$ cat src/rtl/mdc_pkg.sv
package mdc_pkg;
  localparam logic [7:0]  ADDR_DRIVE_LOOP    = 8'h95;
  localparam logic [7:0]  ADDR_STARTUP_SENSE = 8'h96;
  localparam logic [15:0] RST_DRIVE_LOOP     = 16'h0000;
  localparam logic [15:0] RST_STARTUP_SENSE  = 16'h0000;
  localparam logic [15:0] MASK_STARTUP_SENSE = 16'hff7f;
  localparam int          CLK_HZ             = 50_000_000;
  localparam int          FREQ_LOW_HZ        = 25_000;
  localparam int          FREQ_HIGH_HZ       = 50_000;
  localparam int          PERIOD_LOW_CYC     = CLK_HZ / FREQ_LOW_HZ;
  localparam int          PERIOD_HIGH_CYC    = CLK_HZ / FREQ_HIGH_HZ;
  // Duty in per-mille
  localparam logic [9:0]  DUTY_FLOOR_LOW     = 10'h032;
  localparam logic [9:0]  DUTY_FLOOR_HIGH    = 10'h064;
  localparam logic [9:0]  DUTY_CUTOFF        = 10'h00f;
  localparam logic [9:0]  DUTY_FULL          = 10'h3e8;

  typedef struct packed {
    logic       speed_input_type;
    logic       drive_switch_freq_sel;
    logic [1:0] motor_const_lock_limits;
    logic       inductive_surge_guard_en;
    logic       mechanical_surge_guard_en;
    logic       mechanical_surge_guard_mode;
    logic       sense_release_mode;
    logic       closed_loop_disable;
    logic [2:0] closed_loop_ramp_rate;
    logic [1:0] minimum_duty_select;
    logic [1:0] phase_edge_speed;
  } mdc_drive_loop_t;

  typedef struct packed {
    logic [1:0] start_advance_angle;
    logic [3:0] inductive_sense_threshold;
    logic [1:0] inductive_sense_clock_sel;
    logic       reserved;
    logic [1:0] control_coefficient;
    logic [4:0] switch_gap_time;
  } mdc_startup_sense_t;

  typedef struct packed {
    logic        wr;
    logic        rd;
    logic [7:0]  addr;
    logic [15:0] wdata;
  } mdc_req_t;

  // Torque-constant limits in quarters of nominal
  typedef struct packed {
    logic [3:0] upper_q;
    logic [3:0] lower_q;
  } mdc_limits_t;
endpackage

$ cat src/rtl/mdc_duty_shaper.sv
`timescale 1ns/1ps
module mdc_duty_shaper (
  // Settings
  input  wire logic [1:0] i_min_sel,
  // Duty command and result, per-mille
  input  wire logic [9:0] i_cmd,
  output logic      [9:0] o_duty
);
  always_comb begin
    if (i_cmd < mdc_pkg::DUTY_CUTOFF) begin
      o_duty = i_min_sel[1] ? mdc_pkg::DUTY_FULL : 10'h000;
    end else begin
      o_duty = i_min_sel[0] ? ((i_cmd < mdc_pkg::DUTY_FLOOR_HIGH) ? mdc_pkg::DUTY_FLOOR_HIGH : i_cmd)
                            : ((i_cmd < mdc_pkg::DUTY_FLOOR_LOW) ? mdc_pkg::DUTY_FLOOR_LOW : i_cmd);
    end
  end
endmodule // mdc_duty_shaper

$ cat src/rtl/mdc_limit_decode.sv
`timescale 1ns/1ps
module mdc_limit_decode (
  input  wire logic [1:0]          i_sel,
  output mdc_pkg::mdc_limits_t     o_lim
);
  always_comb begin
    o_lim.upper_q = i_sel[0] ? 4'h8 : 4'h6;
    o_lim.lower_q = i_sel[1] ? 4'h2 : 4'h3;
  end
endmodule // mdc_limit_decode

$ cat src/rtl/mdc_config_regs.sv
`timescale 1ns/1ps
module mdc_config_regs #(
  // Width of the switching-period counter
  parameter int CNT_W = 12
) (
  // Clock, reset, enable
  input  wire logic                 i_clk,
  input  wire logic                 i_srst,
  input  wire logic                 i_ce,
  // Register access
  input  wire mdc_pkg::mdc_req_t    i_req,
  output logic      [15:0]          o_rdata,
  output logic                      o_rvalid,
  // Settings applied to the drive
  output mdc_pkg::mdc_drive_loop_t  o_drive_cfg,
  output mdc_pkg::mdc_startup_sense_t o_sense_cfg,
  output mdc_pkg::mdc_limits_t      o_kt_limits,
  output logic                      o_speed_is_pwm,
  output logic                      o_switch_tick,
  output logic                      o_ind_guard_on,
  output logic                      o_mech_guard_on,
  output logic                      o_mech_clamp_fixed,
  output logic                      o_release_float,
  // Closed-loop handover
  input  wire logic                 i_above_handover,
  output logic                      o_closed_loop,
  // Duty path, per-mille
  input  wire logic [9:0]           i_duty_cmd,
  output logic      [9:0]           o_duty_out,
  output logic      [2:0]           o_ramp_rate,
  output logic      [1:0]           o_edge_speed
);
  // Register bank geometry
  localparam int unsigned NREG      = 2;
  localparam int unsigned IDX_DRIVE = 0;
  localparam int unsigned IDX_SENSE = 1;

  // Per-entry address, reset word and writable bits; entry 0 is the drive register
  localparam logic [NREG-1:0][7:0]  ENTRY_ADDR = {mdc_pkg::ADDR_STARTUP_SENSE, mdc_pkg::ADDR_DRIVE_LOOP};
  localparam logic [NREG-1:0][15:0] ENTRY_RST  = {mdc_pkg::RST_STARTUP_SENSE, mdc_pkg::RST_DRIVE_LOOP};
  localparam logic [NREG-1:0][15:0] ENTRY_MASK = {mdc_pkg::MASK_STARTUP_SENSE, 16'hffff};

  // Refuse a period counter that cannot reach the slower switching period
  if (CNT_W < 2 || CNT_W > 30) begin : g_bad_cnt_w
    $error("period counter width out of range");
  end else if ((1 << CNT_W) < mdc_pkg::PERIOD_LOW_CYC) begin : g_short_cnt_w
    $error("period counter too narrow for the slow switching rate");
  end

  // A period below two cycles would leave the tick stuck high
  if (mdc_pkg::PERIOD_HIGH_CYC < 2) begin : g_bad_period
    $error("fast switching period too short");
  end

  // Loop handover state, one-hot
  typedef enum logic [1:0] {
    LOOP_OPEN   = 2'b01,
    LOOP_CLOSED = 2'b10
  } mdc_loop_t;

  // Whole module state
  typedef struct packed {
    logic [NREG-1:0][15:0] bank;
    logic [15:0]           rdata;
    logic                  rvalid;
    logic [CNT_W-1:0]      per_cnt;
    logic                  tick;
    mdc_loop_t             loop;
    logic [9:0]            duty;
  } mdc_state_t;

  // State and its next value
  mdc_state_t                  st_ff;
  mdc_state_t                  nxt_st;

  // Views of the stored registers
  mdc_pkg::mdc_drive_loop_t    drive;
  mdc_pkg::mdc_startup_sense_t sense;

  // Entry decode
  logic [NREG-1:0]             entry_hit;
  logic [NREG-1:0]             entry_wr;
  logic [NREG-1:0][15:0]       entry_wdata;
  logic [NREG-1:0][15:0]       entry_rdata;
  logic                        rd_taken;
  logic [15:0]                 rd_word;

  // Switching period
  logic [CNT_W-1:0]            period;
  logic [CNT_W-1:0]            period_last;
  logic                        period_end;

  // Loop handover and duty path
  logic                        loop_may_close;
  logic                        loop_must_open;
  logic [9:0]                  shaped;

  assign drive = st_ff.bank[IDX_DRIVE];
  assign sense = st_ff.bank[IDX_SENSE];

  // One decoder per bank entry
  for (genvar r = 0; r < NREG; r++) begin : g_entry
    assign entry_hit[r]   = (i_req.addr == ENTRY_ADDR[r]);
    assign entry_wr[r]    = i_req.wr & entry_hit[r];
    // Read-only bits neither store nor return anything but zero
    assign entry_wdata[r] = i_req.wdata & ENTRY_MASK[r];
    assign entry_rdata[r] = st_ff.bank[r] & ENTRY_MASK[r];
  end

  assign rd_taken = i_req.rd;

  mdc_duty_shaper u_shaper (
    .i_min_sel (drive.minimum_duty_select),
    .i_cmd     (i_duty_cmd),
    .o_duty    (shaped)
  );

  mdc_limit_decode u_limits (
    .i_sel (drive.motor_const_lock_limits),
    .o_lim (o_kt_limits)
  );

  // Switching period follows the frequency select bit
  assign period      = drive.drive_switch_freq_sel ? CNT_W'(mdc_pkg::PERIOD_HIGH_CYC)
                                                   : CNT_W'(mdc_pkg::PERIOD_LOW_CYC);
  assign period_last = period - CNT_W'(1);
  // Greater-or-equal so that a switch to the short period never overruns
  assign period_end  = (st_ff.per_cnt >= period_last);

  assign loop_must_open = drive.closed_loop_disable;
  assign loop_may_close = !drive.closed_loop_disable && i_above_handover;

  always_comb begin
    nxt_st        = st_ff;
    nxt_st.rvalid = 1'b0;
    nxt_st.tick   = 1'b0;
    rd_word       = 16'h0000;

    // Writes to unmapped addresses fall through untouched
    for (int r = 0; r < NREG; r++) begin
      if (entry_wr[r]) begin
        nxt_st.bank[r] = entry_wdata[r];
      end
      if (entry_hit[r]) begin
        rd_word = rd_word | entry_rdata[r];
      end
    end

    // Reads see the word before any write in the same cycle
    if (rd_taken) begin
      nxt_st.rvalid = 1'b1;
      nxt_st.rdata  = rd_word;
    end

    if (period_end) begin
      nxt_st.per_cnt = '0;
      nxt_st.tick    = 1'b1;
    end else begin
      nxt_st.per_cnt = st_ff.per_cnt + CNT_W'(1);
    end

    case (st_ff.loop)
      LOOP_OPEN: begin
        if (loop_may_close) begin
          nxt_st.loop = LOOP_CLOSED;
        end
      end
      LOOP_CLOSED: begin
        if (loop_must_open) begin
          nxt_st.loop = LOOP_OPEN;
        end
      end
      default: begin
        nxt_st.loop = LOOP_OPEN;
      end
    endcase

    nxt_st.duty = shaped;
  end

  always_ff @(posedge i_clk) begin
    if (i_srst) begin
      st_ff      <= '0;
      st_ff.bank <= ENTRY_RST;
      st_ff.loop <= LOOP_OPEN;
    end else if (i_ce) begin
      st_ff <= nxt_st;
    end
  end

  // Register access
  assign o_rdata            = st_ff.rdata;
  assign o_rvalid           = st_ff.rvalid;

  // Stored settings
  assign o_drive_cfg        = drive;
  assign o_sense_cfg        = sense;

  // Settings applied to the drive
  assign o_speed_is_pwm     = drive.speed_input_type;
  assign o_switch_tick      = st_ff.tick;
  assign o_ind_guard_on     = drive.inductive_surge_guard_en;
  assign o_mech_guard_on    = drive.mechanical_surge_guard_en;
  assign o_mech_clamp_fixed = drive.mechanical_surge_guard_mode;
  assign o_release_float    = drive.sense_release_mode;

  // Loop handover
  assign o_closed_loop      = (st_ff.loop == LOOP_CLOSED);

  // Duty path
  assign o_duty_out         = st_ff.duty;
  assign o_ramp_rate        = drive.closed_loop_ramp_rate;
  assign o_edge_speed       = drive.phase_edge_speed;
endmodule // mdc_config_regs

$ cat config.mk
export PLATFORM = sky130hd
export DESIGN_NAME = mdc_config_regs
export DESIGN_NICKNAME = d
export VERILOG_FILES = /design/src/rtl/mdc_pkg.sv /design/src/rtl/mdc_duty_shaper.sv /design/src/rtl/mdc_limit_decode.sv /design/src/rtl/mdc_config_regs.sv
export SDC_FILE = /design/constraint.sdc
export NUM_CORES = 1
export LEC_CHECK = 0
export BUFFER_PORTS_ARGS = -buffer_cell sky130_fd_sc_hd__buf_2
export CORE_MARGIN = 4
export CORE_UTILIZATION = 40
export CTS_BUF_LIST = sky130_fd_sc_hd__clkbuf_16
export CTS_CLUSTER_SIZE = 24
export DETAILED_ROUTE_END_ITERATION = 16
export PLACE_DENSITY = 0.74
export SETUP_SLACK_MARGIN = 0.05
export SLEW_MARGIN = 10
export SYNTH_ARGS = -nofsm -noshare
export SYNTH_HDL_FRONTEND = slang
export SYNTH_SLANG_ARGS = --single-unit
$ cat constraint.sdc
create_clock -name i_clk -period 1.5 [get_ports i_clk]
set_input_delay 0.225 -clock i_clk [delete_from_list [all_inputs] [get_ports i_clk]]
set_output_delay 0.225 -clock i_clk [all_outputs]
set_load 0.05 [all_outputs]
# [Word level (Yosys, flattened, before mapping)]
# Index checks and enable logic that the tools add are counted.
[totals] register_bits=73 inputBits=40 word_cells=45
[op_classes] n_addsub=2 order_cmp=4 eq_ne=6 mux=16 bitwise_logic=3 n_reduce_logical=6
[ops] cell="10-bit two-way mux" n=5
[ops] cell="16-bit two-way mux" n=2
[ops] cell="8-bit == test, second input constant" n=2
[ops] cell="16-bit OR" n=1
[ops] cell="12-bit by 1-bit adder with 12-bit output, second input constant" n=1
[ops] cell="12-bit greater-or-equal comparator" n=1
[ops] cell="12-bit two-way mux" n=1
[ops] cell="11-bit by 1-bit subtractor with 12-bit output, second input constant" n=1
[ops] cell="11-bit two-way mux" n=1
[ops] cell="10-bit by 4-bit less-than comparator with 1-bit output, second input constant" n=1
[ops] cell="10-bit by 6-bit less-than comparator with 1-bit output, second input constant" n=1
[ops] cell="10-bit by 7-bit less-than comparator with 1-bit output, second input constant" n=1
[ops] cell="2-bit AND reduction" n=3
[ops] cell="2-bit two-way mux" n=2
[ops] cell="4-bit two-way mux" n=1
[ops] cell="2-bit case mux with 2 select lines" n=1
[ops] cell="1-bit two-way mux" n=3
[ops] cell="3-bit AND reduction" n=1
[ops] cell="1-bit bitwise AND" n=2
[ops] cell="2-bit by 1-bit == test with 1-bit output, second input constant" n=1
[ops] cell="2-bit == test, second input constant" n=1
[ops] cell="2-bit by 1-bit inequality test with 1-bit output, second input constant" n=1
[ops] cell="2-bit inequality test, second input constant" n=1
[ops] cell="1-bit logical AND" n=1
[ops] cell="1-bit logical NOT" n=1

# [Depth between registers and ports, before layout]
[logic_depth] word_depth=4 ltp_mapped=7

# [By module]
# From an unflattened synthesis, not the netlist that was laid out.
[unflattened] hier_cells=426 area_unflattened_um2=3788.6
[modules_own_cells] module="mdc_config_regs" n_inst=1 cells_each=387 area_each_um2=3505.9 seq_area_each_um2=1461.4
[modules_own_cells] module="mdc_duty_shaper" n_inst=1 cells_each=29 area_each_um2=222.7 seq_area_each_um2=0.0
[modules_own_cells] module="mdc_limit_decode" n_inst=1 cells_each=10 area_each_um2=60.1 seq_area_each_um2=0.0

# [Least setup slack after synthesis]
# Ideal clock, no wire load.
[synth_path] path_type="reg2reg" start="register st_ff (netlist bit o_drive_cfg[14])" end="register st_ff[21] (netlist name)" arrival_time_ps=1459 t_required_ps=1368 path_slack_ps=-91 path_stages_with_launch=8 path_buffers=1 synth_period_minus_slack_ps=1591 path_cell_list="dfxtp_1 > inv_1 > ha_1 > o21ai_0 > a211oi_1 > o31a_1 > buf_2 > nor3_1"
[synth_between] elab_chain_len=4
[synth_rtl] item="start: declaration" line_no="mdc_config_regs.sv:73" rtl="mdc_state_t st_ff;"
[synth_rtl] item="start signal: assignment" line_no="mdc_config_regs.sv:187" rtl="st_ff <= nxt_st;"
[synth_rtl] item="11-bit two-way mux" line_no="mdc_config_regs.sv:124" rtl="assign period = drive.drive_switch_freq_sel ? CNT_W'(mdc_pkg::PERIOD_HIGH_CYC)"
[synth_rtl] item="11-bit by 1-bit subtractor with 12-bit output" line_no="mdc_config_regs.sv:126" rtl="assign period_last = period - CNT_W'(1);"
[synth_rtl] item="12-bit greater-or-equal comparator" line_no="mdc_config_regs.sv:128" rtl="assign period_end = (st_ff.per_cnt >= period_last);"
[synth_rtl] item="12-bit two-way mux" line_no="mdc_config_regs.sv:155" rtl="if (period_end) begin"
# No other way between the ends.
# A chain may end at the register's enable or synchronous reset.

# [Worst setup path in the final report]
[layout_path] start="register st_ff (netlist bit o_drive_cfg[14])" end="register st_ff[23] (netlist name)"
# The elaborated chain is that of the path after synthesis.

==> impl_results.rst <==
.. list-table::
   :header-rows: 1

   * - Metric
     - Value
   * - Run status
     - finished, violations left
   * - Violated checks
     - negative setup slack
   * - Number of standard-cell rows in the floorplan
     - 35
   * - Via density per instance
     - 5.099
   * - Count of port buffers added during placement
     - 113
   * - Crit path capture
     - st_ff[23]$_SDFFE_PP0P_
   * - DRC
     - 0
   * - P per Cell Area
     - 996.2 nW/um^2
   * - Warning count from the yosys run
     - 0
   * - Class of the most critical setup path
     - reg -> reg
   * - Maximum number of buffers from clock root to sink
     - 2
   * - Max Cap Viol
     - 0
   * - Final routed wire length divided by cell count
     - 14.85 um
   * - Path depth of the worst reg2reg path
     - 7
   * - Vias in the first global route
     - 3034
   * - Number of placed instances, taps included
     - 593
   * - Peak ir drop on the vdd network
     - 0.5127 mV
   * - Gate count after technology mapping
     - 426
   * - Number of distinct library cell variants in the gate-level netlist after synthesis
     - 47
   * - DP HPWL
     - 6696 um
   * - Clock tree from TritonCTS
     - yes
   * - Biggest fanout along the worst timing path
     - 5
   * - Number of synthesized flops with an enable pin
     - 0
   * - Wire length after detailed routing
     - 9043 um
   * - Yosys top cell area share
     - 38.83%
   * - Count of antenna diodes in the layout
     - 0
   * - Number of antenna violations at the first check in global routing
     - 0
   * - Worst min-delay path class
     - in -> reg
   * - Final GP Congestion
     - 0.9241
   * - Count of non-filler cells in the finished layout
     - 609
   * - R2r startpoint
     - o_drive_cfg[14]$_SDFFE_PP0P_
   * - Routed vias
     - 3105
   * - R2r setup slk
     - -0.005 ns
   * - Clock latency at the later pin of the worst-skew pair
     - 0.33 ns
   * - Number of buffers created by CTS
     - 9
   * - Overall die height
     - 105 um
   * - Post-synthesis register bit count
     - 73
   * - Reg-to-Reg End
     - st_ff[23]$_SDFFE_PP0P_
   * - Fin crit share
     - 100.3%
   * - Pre-Repair DR Iteration Count
     - 7
   * - Leading cell types by total area after synthesis
     - dfxtp_1 (39%), buf_4 (14%), mux2i_1 (8.2%), nor2_1 (4.8%), a22o_1 (3.5%)
   * - Worst-case setup margin in the final layout
     - -0.005080 ns
   * - Post CTS Setup Buffer Count
     - 0
   * - Worst Path Required
     - 1.71 ns
   * - Async set or reset register ratio after synthesis
     - 0%
   * - Seq/Total Area, Yosys
     - 38.83%
   * - Setup TNS Final
     - -0.01046 ns
   * - Count of routing violations after the opening detailed-route iteration
     - 136
   * - Mean cell area of the mapped netlist
     - 8.835 sq um
   * - Final hold viol count
     - 0
   * - Count of endpoints failing setup in the final report
     - 3
   * - Global-route wire length before repair
     - 14770 um
   * - Static Leakage
     - 2.040 nW
   * - Number of nets in the finished design
     - 537
   * - Maximum number of pins on one net before global-route repair
     - 46
   * - Worst setup path startpoint
     - o_drive_cfg[14]$_SDFFE_PP0P_
   * - Arrival time of the worst setup path
     - 1.72 ns
   * - Post-layout total power
     - 4.556 mW
   * - Area of the mapped netlist
     - 3764 sq um
   * - Fraction of layout cells with a size suffix above 1
     - 37.55%
   * - Sort of element at the start of the critical path
     - flop
   * - RSZ-0062 raised after global routing
     - true
   * - I/O pin count
     - 119
   * - Die outline area
     - 11030 sq um
   * - Clock-pin slew reported for the worst setup and hold paths after clock tree synthesis
     - 0.06 ns
   * - GR Overflow Total
     - 0
   * - Die extent in x
     - 105 um
   * - Global router's overall resource usage
     - 16.35%
   * - Depth of the CTS H-tree
     - 3
   * - Primary flip-flop cell chosen by synthesis mapping
     - dfxtp_1
   * - Number of inserted filler cells in the final layout
     - 834
   * - Hold-fix buffers, CTS
     - 0
   * - Final worst clock skew
     - 0.006267 ns
   * - Number of nets with antenna violations after detailed routing
     - 0
   * - Highest Clock Rate
     - 0.6644 GHz
   * - Signed area change from the synthesized netlist to the final layout
     - 21.51%
   * - Kind of capture point of the worst setup path
     - flop
   * - Effective utilization at floorplan
     - 40.93%
   * - Clk root buf
     - clkbuf_16
   * - Number of sinks on the clock net
     - 73
   * - Cell taking the most area after synthesis
     - dfxtp_1
   * - Final slew viol count
     - 0
   * - Min cycle time layout
     - 1.505 ns
   * - Core area
     - 9196 sq um
[cell usage after synthesis, types with 4 or more instances]
cell / n
a21oi_1: 22
a22o_1: 15
a311oi_1: 4
buf_4: 70
clkbuf_1: 17
dfxtp_1: 73
ha_1: 4
inv_1: 6
mux2i_1: 31
nand2_1: 27
nand2b_1: 12
nand3_1: 19
nand4_1: 9
nor2_1: 48
nor3_1: 14
o21ai_0: 5
xnor2_1: 7
[cells by family (layout without fill, tap and decap cells)]
logic type	Yosys count	after routing	synth area share (%)
AOI/OAI and AO/OA	59	59	10.77
adders and majority gates	4	4	1.330
and+or+nand+nor	149	149	20.58
xor gates and xnor gates	9	9	2.095
muxes	31	31	8.245
DFF	73	73	38.83
buffers and inverters	99	168	17.95
other	2	5	0.1995
[registers in the layout, indices dropped and copies added, names as in the netlist]
signal,cells
o_sense_cfg,15
o_rvalid,1
o_drive_cfg,16
st_ff,14
o_rdata,16
o_duty_out,10
o_switch_tick,1
[what timing repair did]
action	CTS	global route
setup endpoints to repair	13	12
pin swaps	7	3
gates resized for setup	8	3
[final cells by class]
cell class,count,area [sq um],share of cell area (%)
sequential,73,1465,32.04
inverter,6,22.52,0.4925
multi-input combinational,257,1748,38.22
timing repair buffer,146,895.9,19.59
tap,111,138.9,3.037
clock buffer,9,225.2,4.925
clock inverter,7,77.57,1.696
[critical path: stages, from the launching register on]
cell      delay (ns)
dfxtp_4         0.40
inv_2           0.06
ha_4            0.25
o21ai_2         0.05
a211oi_2        0.18
o31a_1          0.25
buf_6           0.16
nor3_2          0.04
[metrics by stage]
step | hold slack, ns | utilization [%] | cell area, sq um | worst slack (ns)
2_1_floorplan | 0.3689 | - | 3852 | -0.03401
3_3_place_gp | 0.4402 | 45.81 | 4213 | -0.07495
3_5_place_dp | 0.4460 | 45.81 | 4213 | -0.1168
4_1_cts | 0.1404 | 49.58 | 4559 | -0.002634
5_1_grt | 0.1610 | 49.73 | 4573 | -0.07794
6_report | 0.1441 | 49.73 | 4573 | -0.005080
[layout by cell type, fill, tap and decap left out, drive strengths merged, types with 2 or more instances in the layout]
cell and n:
a22o 15, o21ai 7, dfxtp 73, nand4bb 2, nand4 9, inv 8, nand4b 2, nand2 28
ha 4, nor2b 2, nand3 19, nor3 14, and2 3, xnor2 7, a21oi 22, a211oi 2
conb 5, clkinv 3, xor2 2, nand2b 12, a21o 2, mux2i 31, nor4b 2, buf 146
clkbuf 9, nor4 3, a311oi 4, nor2 48
[routing by layer]
metal  vias to the layer above  global-route usage, %  wire length, um
met5                         -                      0                0
met4                         0                  5.811              196
met3                        16                  3.644              476
met2                        94                  27.91             4488
met1                      1463                  20.17             3882
li1                       1532                      -                -
[power breakdown]
group	internal, mW	switching (mW)
Combinational	0.145	0.265
Clock	1.30	0.859
Sequential	1.97	0.0191
[how the worst min path moves through the flow]
stage | from | endpoint | slack [ns] | depth (start not counted)
6_report | i_req[4] | o_sense_cfg[4]$_SDFFE_PP0P_ | 0.14 | 3
5_1_grt | i_req[14] | o_sense_cfg[14]$_SDFFE_PP0P_ | 0.16 | 3
4_1_cts | i_req[7] | o_drive_cfg[7]$_SDFFE_PP0P_ | 0.14 | 3
3_5_place_dp | o_rdata[4]$_SDFFE_PP0P_ | o_rdata[4]$_SDFFE_PP0P_ | 0.45 | 2
3_3_place_gp | o_rdata[2]$_SDFFE_PP0P_ | o_rdata[2]$_SDFFE_PP0P_ | 0.44 | 2
2_1_floorplan | i_req[0] | o_sense_cfg[0]$_SDFFE_PP0P_ | 0.37 | 2
Power figures use the tool's default switching activity.
